$ cat src/logic/ext_bus_pkg.sv
// Constants and types for the external bus strobe and hold controller.
// Assumes a single 100 MHz system clock and a synchronous active-low reset.
package ext_bus_pkg;
	localparam int ADDR_W = 20;
	localparam int DATA_W = 16;
	localparam int CLK_HZ = 100_000_000;
	// Bus clock frequency and derived divider
	localparam int BCLK_HZ = 25_000_000;
	localparam int BCLK_DIV = (CLK_HZ + 2 * BCLK_HZ - 1) / (2 * BCLK_HZ);
	localparam logic MODE_SPLIT = 1'b0;
	localparam logic MODE_SINGLE = 1'b1;

	typedef enum logic [4:0] {
		ST_IDLE = 5'b00001,
		ST_ADDR = 5'b00010,
		ST_STRB = 5'b00100,
		ST_DONE = 5'b01000,
		ST_HOLD = 5'b10000
	} bus_state_e;
endpackage : ext_bus_pkg

$ cat src/logic/sync_two_ff.sv
// Two flip-flop synchroniser for asynchronous pin inputs.
// Assumes the pin is a level; no logic reads the first stage.
`timescale 1ns/10ps
module sync_two_ff #(
	parameter logic RESET_VAL = 1'b1
) (
	input wire logic clk_sys,
	input wire logic reset_n,
	input wire logic pinIn,
	output logic syncOut
);
	logic stage1;

	always_ff @(posedge clk_sys) begin
		if (!reset_n) begin
			stage1 <= RESET_VAL;
			syncOut <= RESET_VAL;
		end else begin
			stage1 <= pinIn;
			syncOut <= stage1;
		end
	end
endmodule : sync_two_ff

$ cat src/logic/ext_bus_ctrl.sv
// External bus strobe, wait and hold controller.
// Assumes a core request port on clk_sys; bus request and wait come from pins.
`timescale 1ns/10ps
module ext_bus_ctrl #(
	parameter int ADDR_W = ext_bus_pkg::ADDR_W,
	parameter int DATA_W = ext_bus_pkg::DATA_W
) (
	input wire logic clk_sys,
	input wire logic reset_n,
	input wire logic strobeMode,
	input wire logic reqValid,
	input wire logic reqWrite,
	input wire logic [ADDR_W-1:0] reqAddr,
	input wire logic [DATA_W-1:0] reqWdata,
	input wire logic reqWide,
	output logic reqReady,
	output logic rspValid,
	output logic [DATA_W-1:0] rspRdata,
	output logic [ADDR_W-1:0] busAddr,
	output logic busAddrOe,
	input wire logic [DATA_W-1:0] busDataIn,
	output logic [DATA_W-1:0] busDataOut,
	output logic busDataOe,
	output logic lowerLaneStoreStrobe_n,
	output logic upperLaneStoreStrobe_n,
	output logic readStrobe_n,
	output logic strobeOe,
	output logic addrLatch,
	output logic busClock,
	input wire logic waitRequest_n,
	input wire logic busRequest_n,
	output logic busGrantOutput_n
);
	ext_bus_pkg::bus_state_e state;
	ext_bus_pkg::bus_state_e next_state;
	logic holdReq_n;
	logic waitReq_n;
	logic curWrite;
	logic curWide;
	logic curOdd;
	logic [7:0] divCount;
	logic busTick;
	logic strobeOn;

	// ==========================================
	// Pin synchronisers
	sync_two_ff #(.RESET_VAL(1'b1)) holdSync (
		.clk_sys(clk_sys),
		.reset_n(reset_n),
		.pinIn(busRequest_n),
		.syncOut(holdReq_n)
	);
	sync_two_ff #(.RESET_VAL(1'b1)) waitSync (
		.clk_sys(clk_sys),
		.reset_n(reset_n),
		.pinIn(waitRequest_n),
		.syncOut(waitReq_n)
	);

	// ==========================================
	// Bus clock divider; each half period is one tick
	assign busTick = (divCount == 8'(ext_bus_pkg::BCLK_DIV - 1));

	always_ff @(posedge clk_sys) begin
		if (!reset_n) begin
			divCount <= 8'h00;
			busClock <= 1'b0;
		end else if (busTick) begin
			divCount <= 8'h00;
			busClock <= ~busClock;
		end else begin
			divCount <= divCount + 8'h01;
		end
	end

	// ==========================================
	// Access sequencer: address phase, strobe phase, done
	always_comb begin
		next_state = state;
		case (state)
			ext_bus_pkg::ST_IDLE: begin
				if (!holdReq_n)
					next_state = ext_bus_pkg::ST_HOLD;
				else if (reqValid)
					next_state = ext_bus_pkg::ST_ADDR;
			end
			ext_bus_pkg::ST_ADDR: begin
				if (busTick)
					next_state = ext_bus_pkg::ST_STRB;
			end
			ext_bus_pkg::ST_STRB: begin
				if (busTick && waitReq_n)
					next_state = ext_bus_pkg::ST_DONE;
			end
			ext_bus_pkg::ST_DONE: next_state = ext_bus_pkg::ST_IDLE;
			ext_bus_pkg::ST_HOLD: begin
				if (holdReq_n)
					next_state = ext_bus_pkg::ST_IDLE;
			end
			default: next_state = ext_bus_pkg::ST_IDLE;
		endcase
	end

	assign strobeOn = (next_state == ext_bus_pkg::ST_STRB);

	always_ff @(posedge clk_sys) begin
		if (!reset_n)
			state <= ext_bus_pkg::ST_IDLE;
		else
			state <= next_state;
	end

	// ==========================================
	// Latched request and pins
	always_ff @(posedge clk_sys) begin
		if (!reset_n) begin
			curWrite <= 1'b0;
			curWide <= 1'b0;
			curOdd <= 1'b0;
			busAddr <= '0;
			busDataOut <= '0;
		end else if (state == ext_bus_pkg::ST_IDLE && reqValid && holdReq_n) begin
			curWrite <= reqWrite;
			curWide <= reqWide;
			curOdd <= reqAddr[0];
			busAddr <= reqAddr;
			busDataOut <= reqWdata;
		end
	end

	always_ff @(posedge clk_sys) begin
		if (!reset_n) begin
			lowerLaneStoreStrobe_n <= 1'b1;
			upperLaneStoreStrobe_n <= 1'b1;
			readStrobe_n <= 1'b1;
			addrLatch <= 1'b0;
			busGrantOutput_n <= 1'b1;
			busAddrOe <= 1'b1;
			busDataOe <= 1'b0;
			strobeOe <= 1'b1;
			reqReady <= 1'b0;
			rspValid <= 1'b0;
			rspRdata <= '0;
		end else begin
			busGrantOutput_n <= (next_state != ext_bus_pkg::ST_HOLD);
			busAddrOe <= (next_state != ext_bus_pkg::ST_HOLD);
			strobeOe <= (next_state != ext_bus_pkg::ST_HOLD);
			busDataOe <= curWrite && (next_state == ext_bus_pkg::ST_STRB ||
				next_state == ext_bus_pkg::ST_ADDR);
			addrLatch <= (next_state == ext_bus_pkg::ST_ADDR);
			readStrobe_n <= !(strobeOn && !curWrite);
			if (strobeMode == ext_bus_pkg::MODE_SPLIT) begin
				lowerLaneStoreStrobe_n <= !(strobeOn && curWrite &&
					(!curOdd || curWide));
				upperLaneStoreStrobe_n <= !(strobeOn && curWrite &&
					(curOdd || curWide));
			end else begin
				lowerLaneStoreStrobe_n <= !(strobeOn && curWrite);
				upperLaneStoreStrobe_n <= !(strobeOn &&
					(curOdd || curWide));
			end
			reqReady <= (state == ext_bus_pkg::ST_IDLE && reqValid && holdReq_n);
			rspValid <= (state == ext_bus_pkg::ST_STRB &&
				next_state == ext_bus_pkg::ST_DONE);
			if (state == ext_bus_pkg::ST_STRB && next_state == ext_bus_pkg::ST_DONE &&
				!curWrite)
				rspRdata <= busDataIn;
		end
	end

	// ==========================================
	// Checks
	grant_in_hold_a: assert property (
		@(posedge clk_sys) disable iff (!reset_n)
		(state == ext_bus_pkg::ST_HOLD) |-> !busGrantOutput_n)
		else $error("grant not low in hold");
	grant_out_a: assert property (
		@(posedge clk_sys) disable iff (!reset_n)
		(state == ext_bus_pkg::ST_IDLE) |-> busGrantOutput_n)
		else $error("grant low outside hold");
	hold_entry_a: assert property (
		@(posedge clk_sys) disable iff (!reset_n)
		(state == ext_bus_pkg::ST_IDLE && !holdReq_n) |=> !busGrantOutput_n)
		else $error("hold not entered");
	hold_release_a: assert property (
		@(posedge clk_sys) disable iff (!reset_n)
		(state == ext_bus_pkg::ST_HOLD) |-> (!busAddrOe && !strobeOe))
		else $error("bus driven in hold");
	data_release_a: assert property (
		@(posedge clk_sys) disable iff (!reset_n)
		(state == ext_bus_pkg::ST_HOLD) |-> !busDataOe)
		else $error("data driven in hold");
	wait_stretch_a: assert property (
		@(posedge clk_sys) disable iff (!reset_n)
		(state == ext_bus_pkg::ST_STRB && !waitReq_n) |=>
		(state == ext_bus_pkg::ST_STRB))
		else $error("access ended during wait");
	read_strobe_a: assert property (
		@(posedge clk_sys) disable iff (!reset_n)
		(state == ext_bus_pkg::ST_STRB && !curWrite) |-> !readStrobe_n)
		else $error("read strobe not low");
	write_no_read_a: assert property (
		@(posedge clk_sys) disable iff (!reset_n)
		(state == ext_bus_pkg::ST_STRB && curWrite) |-> readStrobe_n)
		else $error("read strobe low on write");
	idle_strobes_a: assert property (
		@(posedge clk_sys) disable iff (!reset_n)
		(state == ext_bus_pkg::ST_IDLE) |->
		(readStrobe_n && lowerLaneStoreStrobe_n && upperLaneStoreStrobe_n))
		else $error("strobe active when idle");
	split_even_a: assert property (
		@(posedge clk_sys) disable iff (!reset_n)
		(state == ext_bus_pkg::ST_STRB && curWrite && !curOdd && !curWide &&
		strobeMode == ext_bus_pkg::MODE_SPLIT && $stable(strobeMode)) |->
		(!lowerLaneStoreStrobe_n && upperLaneStoreStrobe_n))
		else $error("even write strobes wrong");
	split_wide_a: assert property (
		@(posedge clk_sys) disable iff (!reset_n)
		(state == ext_bus_pkg::ST_STRB && curWrite && curWide &&
		strobeMode == ext_bus_pkg::MODE_SPLIT && $stable(strobeMode)) |->
		(!lowerLaneStoreStrobe_n && !upperLaneStoreStrobe_n))
		else $error("wide write strobes wrong");
	split_odd_a: assert property (
		@(posedge clk_sys) disable iff (!reset_n)
		(state == ext_bus_pkg::ST_STRB && curWrite && curOdd && !curWide &&
		strobeMode == ext_bus_pkg::MODE_SPLIT && $stable(strobeMode)) |->
		(lowerLaneStoreStrobe_n && !upperLaneStoreStrobe_n))
		else $error("odd write strobes wrong");
	single_odd_a: assert property (
		@(posedge clk_sys) disable iff (!reset_n)
		(state == ext_bus_pkg::ST_STRB && curOdd &&
		strobeMode == ext_bus_pkg::MODE_SINGLE && $stable(strobeMode)) |->
		!upperLaneStoreStrobe_n)
		else $error("byte enable not low");
	single_store_a: assert property (
		@(posedge clk_sys) disable iff (!reset_n)
		(state == ext_bus_pkg::ST_STRB && curWrite &&
		strobeMode == ext_bus_pkg::MODE_SINGLE && $stable(strobeMode)) |->
		!lowerLaneStoreStrobe_n)
		else $error("store strobe not low");
	latch_pulse_a: assert property (
		@(posedge clk_sys) disable iff (!reset_n)
		(state == ext_bus_pkg::ST_ADDR) |-> addrLatch)
		else $error("address latch missing");
endmodule : ext_bus_ctrl

$ cat config.mk
export PLATFORM = sky130hd
export DESIGN_NAME = ext_bus_ctrl
export DESIGN_NICKNAME = d
export VERILOG_FILES = /design/src/logic/ext_bus_pkg.sv /design/src/logic/sync_two_ff.sv /design/src/logic/ext_bus_ctrl.sv
export SDC_FILE = /design/constraint.sdc
export NUM_CORES = 1
export LEC_CHECK = 0
export BUFFER_PORTS_ARGS = -buffer_cell sky130_fd_sc_hd__buf_2
export CAP_MARGIN = 0
export CELL_PAD_IN_SITES_DETAIL_PLACEMENT = 1
export CELL_PAD_IN_SITES_GLOBAL_PLACEMENT = 2
export CORE_AREA = 2 2 98 137
export DETAILED_ROUTE_END_ITERATION = 12
export DIE_AREA = 0 0 100 139
export PLACE_DENSITY = 0.79
export SETUP_SLACK_MARGIN = 0.3
export SYNTH_ARGS = -nofsm -noshare
export SYNTH_HDL_FRONTEND = slang
export SYNTH_SLANG_ARGS = --single-unit
$ cat constraint.sdc
create_clock -name clk_sys -period 2.18 [get_ports clk_sys]
set_input_delay 0.218 -clock clk_sys [delete_from_list [all_inputs] [get_ports clk_sys]]
set_output_delay 0.218 -clock clk_sys [all_outputs]
set_load 0.05 [all_outputs]
[Word-level counts from Yosys, hierarchy flattened]
Index checks and enable logic that the tools add are counted.
Storage, ports and cells
  bits in registers: 81
  input port bits: 60
  output and inout port bits: 63
Cells by class
  add/subtract/negate cells: 1
  equality and inequality tests: 9
  muxes and demuxes: 8
  bitwise operators: 2
  reductions and logical operators: 22
Operator list (number)
  5-bit 2-to-1 mux: 5
  5-bit one-hot mux with 4 select lines: 1
  1-bit logical AND: 11
  5-bit by 2-bit equality test with 1-bit output (second input constant): 2
  5-bit by 3-bit equality test with 1-bit output (second input constant): 2
  8-bit by 1-bit adder with 8-bit output (second input constant): 1
  8-bit by 1-bit equality test with 1-bit output (second input constant): 1
  1-bit logical NOT: 7
  5-bit by 1-bit equality test with 1-bit output (second input constant): 1
  5-bit by 4-bit equality test with 1-bit output (second input constant): 1
  5-bit equality test (second input constant): 1
  5-bit != test (second input constant): 1
  1-bit logical OR: 3
  1-bit 2-to-1 mux: 2
  1-bit inverter: 2
  2-bit OR reduction: 1

[Longest topological paths before layout]
Gate-level depths: netlist (run 1).
  word-level depth: 9
  gate-level depth with buffers: 7

[Cells and area by module]
A second synthesis (run 1) with hierarchy kept.
Unflattened totals
  cells, all modules: 353
  area, all modules: 3113.0 sq um
By module, submodules not included
  ext_bus_ctrl: times used 1, cells each 345, area each 3007.9 sq um, seq. area each 1521.5 sq um
  sync_two_ff: times used 2, cells each 4, area each 52.6 sq um, seq. area each 40.0 sq um

[Worst setup path after synthesis (run 1)]
Ideal clock, no wire load.
  kind: register to register
  from: register divCount[2]
  to: register rspRdata[10]
  arrival time: 2169 ps
  required time: 2108 ps
  path slack: -60 ps
  stages on the path, launching flop included: 7
  buffers on the path: 2
  clock period less this slack: 2240 ps
  cell sequence: dfxtp_1 or4_1 or4b_1 buf_6 nor3_4 buf_12 mux2i_1
Between the ends
  cells in the longest elaborated chain, start to end: 7
Ends and longest elaborated chain
  start, declared: RTL line ext_bus_ctrl.sv:41  | logic [7:0] divCount;
  start signal, assigned: RTL line ext_bus_ctrl.sv:72  | divCount <= divCount + 8'h01;
  8-bit by 1-bit equality test with 1-bit output *: RTL line ext_bus_ctrl.sv:62  | assign busTick = (divCount == 8'(ext_bus_pkg::BCLK_DIV - 1));
  1-bit logical AND: RTL line ext_bus_ctrl.sv:92  | if (busTick && waitReq_n)
  5-bit 2-to-1 mux: RTL line ext_bus_ctrl.sv:92
  5-bit one-hot mux with 4 select lines *: RTL line ext_bus_ctrl.sv:80  | case (state)
  5-bit by 4-bit equality test with 1-bit output *: RTL line ext_bus_ctrl.sv:165  | if (state == ext_bus_pkg::ST_STRB && next_state == ext_bus_pkg::ST_DONE &&
  1-bit logical AND * (2 in a row): RTL line ext_bus_ctrl.sv:165
  end signal, assigned: RTL line ext_bus_ctrl.sv:167  | rspRdata <= busDataIn;
  end, declared: RTL line ext_bus_ctrl.sv:18  | output logic [DATA_W-1:0] rspRdata,
Every way passes the cells marked *; elsewhere a longest branch is shown, timed or not.
A chain may end at the register's enable or synchronous reset.

[Worst setup path in the final report (run 1)]
  from: register divCount[2]
  to: register rspRdata[13]
Same word-level chain as after synthesis.

==> flow_summary.toml, run 1 <==
[sta]
rsz0062_at_grt = "yes"
tightest_slew_ns = 0.454
max_freq_mhz = 491
finalCritPeriodShare = 0.934
slew_headroom = 0.697
finalSetupViolations = 0
timing.final.crit_period_ns = 2.04
skew_ns = 0.00685
fin_tns_setup_ns = 0
drv_slew = 0
hold_viol_final = 0

[setup_path]
endpoint_kind = "flip-flop"
path_max_fanout = 16
path_class = "flip-flop to flip-flop"
start_kind = "flip-flop"
required_ns = 2.43
worstPathArrival_ns = 2.29

[grt]
grt_usage = 0.123
grt_max_degree = 44
grt_antenna_before_repair = 0
grt.overflow.total = 0
grt_pass1_vias = 2855
grt_pass1_wl_um = 13600

[min_path]
hold_path.class = "input port to flip-flop"

[layout]
drive_above_1_share = 0.335
finalInstanceArea_um2 = 4090
syn_to_final_growth_pct = 37.4
utilization = 0.321
layout.cells.non_filler = 622
final_nets = 527
n_antenna_cell = 0

[synthesis]
yosysSeqAreaShare = 0.538
synth_cell_types = 39
avgSynthCellArea_um2 = 8.65
ys_ff_latch = 80
postSynthCellCount = 344
synth-edff-count = 0
synth_async_sr_flop_share = 0
synthFlopType = "dfxtp_1"
syn_area_um2 = 2980
synthesis.nets = 406
synth_warnings = 0

[floorplan]
die-area_um2 = 13900
die_x_um = 100
ios = 123
die-height_um = 139
fp-row-count = 49
initial_core_util = 0.233
coreArea_um2 = 12800

[placement]
placed_cells = 603
place_area_um2 = 3730
port_buffers = 122
globalplace.congestion = 0.736
dp_hpwl_um = 6050

[cts]
htree_levels = 3
clk_latency_ns = 0.33
cts.sinks = 80
clock_path_buffers = 2
cts_root_buf = "clkbuf_16"
cts_tree = "built"
numCtsBuffers = 9
clkTransAtPathRegs_ns = 0.06

[drt]
ant_nets = 0
routed_wl_um = 8350
drcViolationCount = 0
first_pass_iters = 4
routed_via_density = 4.40
vias = 2734
first_iter_violations = 61
routedWlPerCell_um = 13.4

[power_and_ir_drop]
power_leakage_nw = 1.84
seq_power_share = 0.405
power.internal_w = 0.00277
p_total_w = 0.00414
swShare = 0.331
ir_worst_vdd_uv = 289
powerDensity_nw_per_um2 = 1010
clockPowerShare = 0.347
power.switching_w = 0.00137
share_comb_of_total_power = 0.247

[run_status]
status = "completed"

[flow_run]
cap_violations = 0
==> worst max-delay path, cell delays in order (launching register included) <==
cell and delay, ns:
dfxtp_2 0.32, or4_4 0.53, or4b_4 0.53, nor3_4 0.17
buf_12 0.20, mux2i_1 0.20
==> synthesized netlist by cell type (2+ instances only) <==
cell,n,area share
and3_1,3,0.0063
a21oi_1,39,0.066
nor3_1,3,0.0050
nand2_1,110,0.14
nor4b_1,2,0.0059
xnor2_1,2,0.0059
inv_1,5,0.0063
nand4_1,2,0.0042
ha_1,2,0.0084
nor2_1,15,0.019
nand3b_1,2,0.0050
buf_4,3,0.0076
nand2b_1,4,0.0084
mux2i_1,16,0.054
dfxtp_1,80,0.54
nand3_1,8,0.013
o21ai_0,3,0.0050
clkbuf_1,18,0.023
xor2_1,7,0.021
==> metal layers <==
metal	wire (µm)	global-route usage	up-vias
met1	3250	0.131	1277
met4	155	0.0490	0
met3	499	0.0333	14
li1	-	-	1359
met5	0	0	-
met2	4450	0.226	84
==> timing repair <==
action | in CTS | in global routing
endpoints found under the hold margin | 0 | 0
setup buffers | 2 | 2
pin swaps | 0 | 1
gates resized for setup | 9 | 1
endpoints found under the setup margin | 32 | 24
hold buffers | 0 | 0
==> power groups by stage <==
stage	logic (W)	clock network, W	registers, W
2_1_floorplan	0.000404	0	0.00203
3_3_place_gp	0.000975	0	0.00171
3_5_place_dp	0.000996	0	0.00172
4_1_cts	0.00102	0.00150	0.00168
5_1_grt	0.00113	0.00156	0.00170
6_report	0.00102	0.00144	0.00168
==> cell usage in the layout, fill, tap and decap left out, types with 2 or more instances in the layout <==
cell type / instances
nand3b_1: 2
a21oi_1: 38
and3_1: 3
nor2_1: 15
inv_1: 5
nand2_1: 109
nand2b_1: 4
dfxtp_1: 78
mux2i_1: 16
ha_1: 2
buf_2: 122
o21ai_0: 3
xnor2_1: 2
buf_4: 9
nand3_1: 8
nand4_1: 2
clkbuf_1: 3
buf_12: 2
clkbuf_16: 9
xor2_1: 7
nor4b_1: 2
nor3_1: 3
==> sequential cells by signal (all words and copies together), names as in the netlist, 5 cells and up <==
| name | cells |
|---|---|
| divCount | 8 |
| rspRdata | 16 |
| busAddr | 20 |
| state | 5 |
| busDataOut | 16 |
==> stage by stage <==
| step | setup WS (ns) | hold WS [ns] |
|---|---|---|
| floorplan | -0.0543 | 0.319 |
| global placement | 0.120 | 0.391 |
| detailed placement | 0.0710 | 0.397 |
| CTS | 0.136 | 0.0731 |
| global route | 0.0710 | 0.0820 |
| finish | 0.144 | 0.0763 |
==> layout make-up <==
type / instances / area [µm²]
clock inverter: 3 / 43.8
clock buffer: 12 / 236
sequential: 80 / 1610
tap: 153 / 191
timing repair buffer: 134 / 729
inverter: 6 / 22.5
fill: 1551 / 8660
multi-input combinational: 234 / 1260
==> path summary, 6_finish.rpt <==
check / start / end / slack, ns / cells after the start
setup / recovery: divCount[2] / rspRdata[13] / 0.14 / 5
hold / removal: waitRequest_n / waitSync.stage1 / 0.08 / 2
setup reg to reg: divCount[2] / rspRdata[13] / 0.14 / 5
hold reg to reg: holdSync.stage1 / holdSync.syncOut / 0.40 / 1
==> cell families after synthesis <==
family	share of synthesized area
muxes	0.0538
buffers and inverters	0.0496
DFF	0.538
adders and majority gates	0.00841
AOI/OAI and AO/OA	0.0896
xor gates and xnor gates	0.0265
and+or+nand+nor	0.234
Power figures use the tool's default switching activity.
==> run 2, diff against run 1 <==
Settings changed: ABC_AREA set to 1, CORE_AREA 2 2 98 137 to 2 2 100 141, DIE_AREA 0 0 100 139 to 0 0 102 143, PLACE_DENSITY 0.79 to 0.78, SLEW_MARGIN set to 20.
==> run 2 against run 1 <==
Sequential power fell by 3%. Die area up 4.9%. Maximum frequency is 26% higher. Power shrank 3.8%. Routed wire length shrank 2.0%. Largest power group unchanged.
==> flow_summary.toml, run 2 <==
[drt]
first_iter_violations = 34
vias = 2748
drcViolationCount = 0
routed_via_density = 4.01
first_pass_iters = 4
ant_nets = 0
routed_wl_um = 8190
routedWlPerCell_um = 11.9

[layout]
layout_commonest_cell = "nor2_1"
most-common-layout-cells = "nor2_1, buf_2, dfxtp_1"
largest_reg_flops = 20
nFillCells = 1668
final_nets = 563
syn_to_final_growth_pct = 33.9
n_antenna_cell = 0
drive_above_1_share = 0.300
top_regs = "busAddr x20, busDataOut x16, rspRdata x16"
regMostFlops = "busAddr"
layout.cells.non_filler = 686

[synthesis]
yosysSeqAreaShare = 0.533
synth_commonest_cells = "nor2_1, dfxtp_1, nand2_1"
yosysMostFrequentCell = "nor2_1"
ys_ff_latch = 80
avgSynthCellArea_um2 = 7.77
synthFlopType = "dfxtp_1"
yosysTopAreaCellShare = 0.533
synthesis.nets = 449
postSynthCellCount = 387
synth_warnings = 0
syn_area_um2 = 3010
synth-edff-count = 0
synth_async_sr_flop_share = 0
synth_cell_types = 27
yosysTopAreaCell = "dfxtp_1"
yosys-top-cells-area = "dfxtp_1, nor2_1, o21ai_0"

[setup_path]
critPathBufInv = 0
crit_top_cell = "nor2_1"
path_class = "flip-flop to flip-flop"
crit_slowest_cell = "dfxtp_1"
endpoint_kind = "flip-flop"
required_ns = 2.40
worstPathArrival_ns = 1.84
crit_chain = "ha_1 > nand2_1 > nor2_4 > nand4_4 > nor2_1 > nor2_1"
start_kind = "flip-flop"
crit_family = "simple AND/OR/NAND/NOR gates"
path_max_fanout = 32
slowest_delay_ns = 0.38

[run_status]
status = "completed"

[floorplan]
coreArea_um2 = 13300
die-area_um2 = 14600
ios = 123
fp-row-count = 50
die_x_um = 102
die-height_um = 143
initial_core_util = 0.227

[sta]
hold_viol_final = 0
finalCritPeriodShare = 0.743
max_freq_mhz = 618
setup_ws_ns = 0.561
drv_slew = 0
rsz0062_at_grt = "no"
finalSetupViolations = 0
fin_tns_setup_ns = 0
skew_ns = 0.00866
timing.final.crit_period_ns = 1.62
tightest_slew_ns = 0.508
slew_headroom = 0.661

[cts]
clock_path_buffers = 2
htree_levels = 3
clkTransAtPathRegs_ns = 0.06
numCtsBuffers = 9
cts_setup_buffers = 0
cts.sinks = 80
cts_resized = 0
cts_root_buf = "clkbuf_16"
clk_latency_ns = 0.33
cts_hold_buf = 0
cts_tree = "built"

[power_and_ir_drop]
power_leakage_nw = 2.01
p_total_w = 0.00399
power.internal_w = 0.00279
ir_worst_vdd_uv = 348
clockPowerShare = 0.397
share_comb_of_total_power = 0.193
power.switching_w = 0.00120
powerDensity_nw_per_um2 = 990
seq_power_share = 0.410
swShare = 0.301

[min_path]
hold_path.class = "input port to flip-flop"

[flow_run]
cap_violations = 0

[grt]
grt_pass1_wl_um = 13200
grt.overflow.total = 0
grt_pass1_vias = 2840
grt_antenna_before_repair = 0
grt_max_degree = 39
grt_usage = 0.114

[placement]
globalplace.congestion = 0.750
dp_hpwl_um = 6130
placed_cells = 672
place_ws_ns = 0.518
port_buffers = 122
==> run 2: changes by cell type in the layout (fill, tap and decap cells not counted), moves of 4 or more <==
| cell | previous run | this run |
|---|---|---|
| xor2_1 | 7 | 3 |
| inv_1 | 5 | 29 |
| nand2_1 | 109 | 51 |
| buf_4 | 9 | 2 |
| or2_2 | 0 | 4 |
| nand2b_1 | 4 | 0 |
| o21ai_0 | 3 | 39 |
| nor2_1 | 15 | 126 |
| mux2i_1 | 16 | 0 |
| a21oi_1 | 38 | 8 |
==> run 2: layout make-up <==
cell class	count	area, µm²	share of cell area
sequential	80	1600	0.398
tap	182	228	0.0566
timing repair buffer	124	626	0.155
clock buffer	10	239	0.0594
multi-input combinational	255	1140	0.284
inverter	31	118	0.0292
clock inverter	4	70.1	0.0174
==> run 2: final timing paths <==
| kind | from | depth (start not counted) | end | slack [ns] |
|---|---|---|---|---|
| max | divCount[0] | 6 | rspRdata[3] | 0.56 |
| min | busRequest_n | 2 | holdSync.stage1 | 0.08 |
| max reg2reg | divCount[0] | 6 | rspRdata[3] | 0.56 |
| min reg2reg | holdSync.stage1 | 1 | holdSync.syncOut | 0.42 |
==> run 2: per-layer routing <==
layer,track usage,share of wire,wire (µm),vias up
met5,0,0,0,-
met4,0.0421,0.0093,76,0
met3,0.0392,0.070,569,6
met2,0.203,0.51,4170,79
met1,0.124,0.41,3370,1247
li1,-,-,-,1416
==> run 2: cell families after synthesis <==
| family | share of synthesized area |
|---|---|
| flops | 0.533 |
| xor+xnor | 0.00874 |
| buf+inv | 0.0866 |
| fa+ha+maj | 0.00833 |
| compound gates | 0.0808 |
| simple gates | 0.283 |
==> run 2: power groups by stage <==
stage          Combinational, W  Sequential [W]  Clock (W)
4_1_cts                0.000782         0.00164    0.00165
3_5_place_dp           0.000781         0.00167          0
6_report               0.000768         0.00163    0.00158
5_1_grt                0.000841         0.00165    0.00169
2_1_floorplan          0.000289         0.00196          0
3_3_place_gp           0.000766         0.00166          0
==> run 2: per-stage QoR <==
stage	hold slack [ns]	area (µm²)	utilization
finish	0.0762	4030	0.303
detailed placement	0.414	3720	0.280
CTS	0.0628	4030	0.303
global route	0.0741	4030	0.303
global placement	0.400	3720	0.280
floorplan	0.325	3010	-
==> run 3, diff against run 2 <==
Settings changed: CORE_AREA 2 2 100 141 to 2 2 96 135, DIE_AREA 0 0 102 143 to 0 0 98 137, PLACE_DENSITY 0.78 to 0.81.
Clock period 2.18 ns to 1.7 ns, I/O delays scaled along.
==> run 3 against run 2 <==
Setup slack worse by 0.30 ns. Non-clock buffer count is 20 higher. Final area is 7.7% higher. Count of clock-buffer cells in the layout is 1 higher. Combinational power is 54% higher. Sequential power is 29% higher. Sequential share of layout area is 2.7 points lower. Flip-flop and latch count stayed put. Maximum frequency is 13% higher. Global-route usage is 1.0 points higher. Largest cell class unchanged. Largest power group unchanged. Highest routed layer unchanged.
==> flow_summary.toml, run 3 (synthesis gave the netlist of run 2 again) <==
[run_status]
status = "completed"

[grt]
grtUsageMet1 = 0.136
grt_pass1_vias = 2816
grt.overflow.total = 0
grt.met3_usage = 0.0337
grt_usage = 0.124
grt_antenna_before_repair = 0
grt.busiest_layer = "met2"
grt_pass1_wl_um = 13300
met2_usage = 0.223
grt_max_degree = 42

[placement]
place_ws_ns = 0.204
port_buffers = 122
dp_hpwl_um = 6080
globalplace.congestion = 0.710

[cts]
clk_latency_ns = 0.33
clkTransAtPathRegs_ns = 0.06
htree_levels = 3
numCtsBuffers = 9
clock_path_buffers = 2
cts_root_buf = "clkbuf_16"
cts.sinks = 80
cts_tree = "built"

[floorplan]
die-height_um = 137
ios = 123
die-area_um2 = 13400
initial_core_util = 0.247
die_x_um = 98
coreArea_um2 = 12200
fp-row-count = 48

[sta]
drv_slew = 0
skew_ns = 0.00667
tightest_slew_ns = 0.377
hold_viol_final = 0
setup_ws_ns = 0.264
rsz0062_at_grt = "yes"
slew_headroom = 0.748
finalSetupViolations = 0
finalCritPeriodShare = 0.845
fin_tns_setup_ns = 0
timing.final.crit_period_ns = 1.44
max_freq_mhz = 696

[layout]
syn_to_final_growth_pct = 44.3
largest_reg_flops = 20
nFillCells = 1537
regMostFlops = "busAddr"
register_area_um2 = 1610
top_regs = "busAddr x20, busDataOut x16, rspRdata x16"
most-common-layout-cells = "buf_2, nor2_1, dfxtp_1"
drive_above_1_share = 0.379
final_nets = 583
layout_commonest_cell = "buf_2"
n_antenna_cell = 0
multi_input_area_um2 = 1240

[setup_path]
worstPathArrival_ns = 1.70
required_ns = 1.97
crit_slowest_cell = "dfxtp_1"
crit_chain = "nor2_2 > nand2_2 > nor2_4 > nand4_4 > clkbuf_16 > nand2_2 > nand2_1 > nor2_1"
start_kind = "flip-flop"
slowest_delay_ns = 0.35
endpoint_kind = "flip-flop"
path_max_fanout = 8
path_class = "flip-flop to flip-flop"
crit_top_cell = "nand2_2"

[flow_run]
cap_violations = 0

[drt]
first_pass_iters = 4
routed_wl_um = 9160
drcViolationCount = 0
routed_via_density = 4.25
first_iter_violations = 69
routedWlPerCell_um = 13.6
vias = 2867
ant_nets = 0

[power_and_ir_drop]
power_leakage_nw = 2.16
ir_worst_vdd_uv = 371
powerDensity_nw_per_um2 = 1170

[min_path]
hold_path.class = "input port to flip-flop"
run 3: cell types whose count changed in the layout (fill, tap and decap cells not counted), sizes merged:
cell,change
buf,+16
bufinv,-2
clkbuf,+5
clkinv,+2
run 3: worst paths after layout:
check	start	end	slack, ns	cells after the start
max	state[1]	rspRdata[15]	0.26	8
min	waitRequest_n	waitSync.stage1	0.03	2
min reg2reg	holdSync.stage1	holdSync.syncOut	0.41	1
max reg2reg	state[1]	rspRdata[15]	0.26	8
run 3: report_power, final:
part | leakage [nW] | total [W] | internal [W] | switching [W]
registers | 0.657 | 0.00210 | 0.00202 | 0.0000790
logic | 1.36 | 0.00118 | 0.000372 | 0.000804
clock network | 0.141 | 0.00179 | 0.00105 | 0.000738
total | 2.16 | 0.00506 | 0.00344 | 0.00162
run 3: what timing repair did:
item | 4_1_cts | 5_1_grt
buffers inserted | 0 | 10
gates cloned | 0 | 6
pin swaps | 1 | 10
hold buffers | 0 | 0
setup endpoints to repair | 55 | 60
gates resized for setup | 6 | 60
run 3: area by class of cell:
type	count	share of cell area
inverter	31	0.0297
timing repair buffer	144	0.206
clock buffer	11	0.0583
multi-input combinational	255	0.287
sequential	80	0.371
clock inverter	4	0.00462
tap	150	0.0433
run 3: routing by layer:
layer  vias up  routed length [µm]  share of wire
met2        73                4900           0.53
met5         -                   0              0
li1       1461                   -              -
met4         0                 136          0.015
met3         8                 426          0.046
met1      1325                3700           0.40
run 3: critical path: cells and delay by family (launching register included):
family / cells / cell delay, ns
flops: 1 / 0.35
buf+inv: 1 / 0.22
simple gates: 7 / 0.80
run 3: metrics by stage:
stage                     power, W  instances   util  hold WS [ns]  area [µm²]
final                      0.00506        675  0.356        0.0269        4340
after global routing       0.00533        675  0.356        0.0239        4340
after CTS                  0.00499        659  0.329        0.0156        4010
after detailed placement   0.00316        644  0.305         0.364        3720
after global placement     0.00313        644  0.305         0.361        3720
after floorplan            0.00289        387      -         0.277        3010
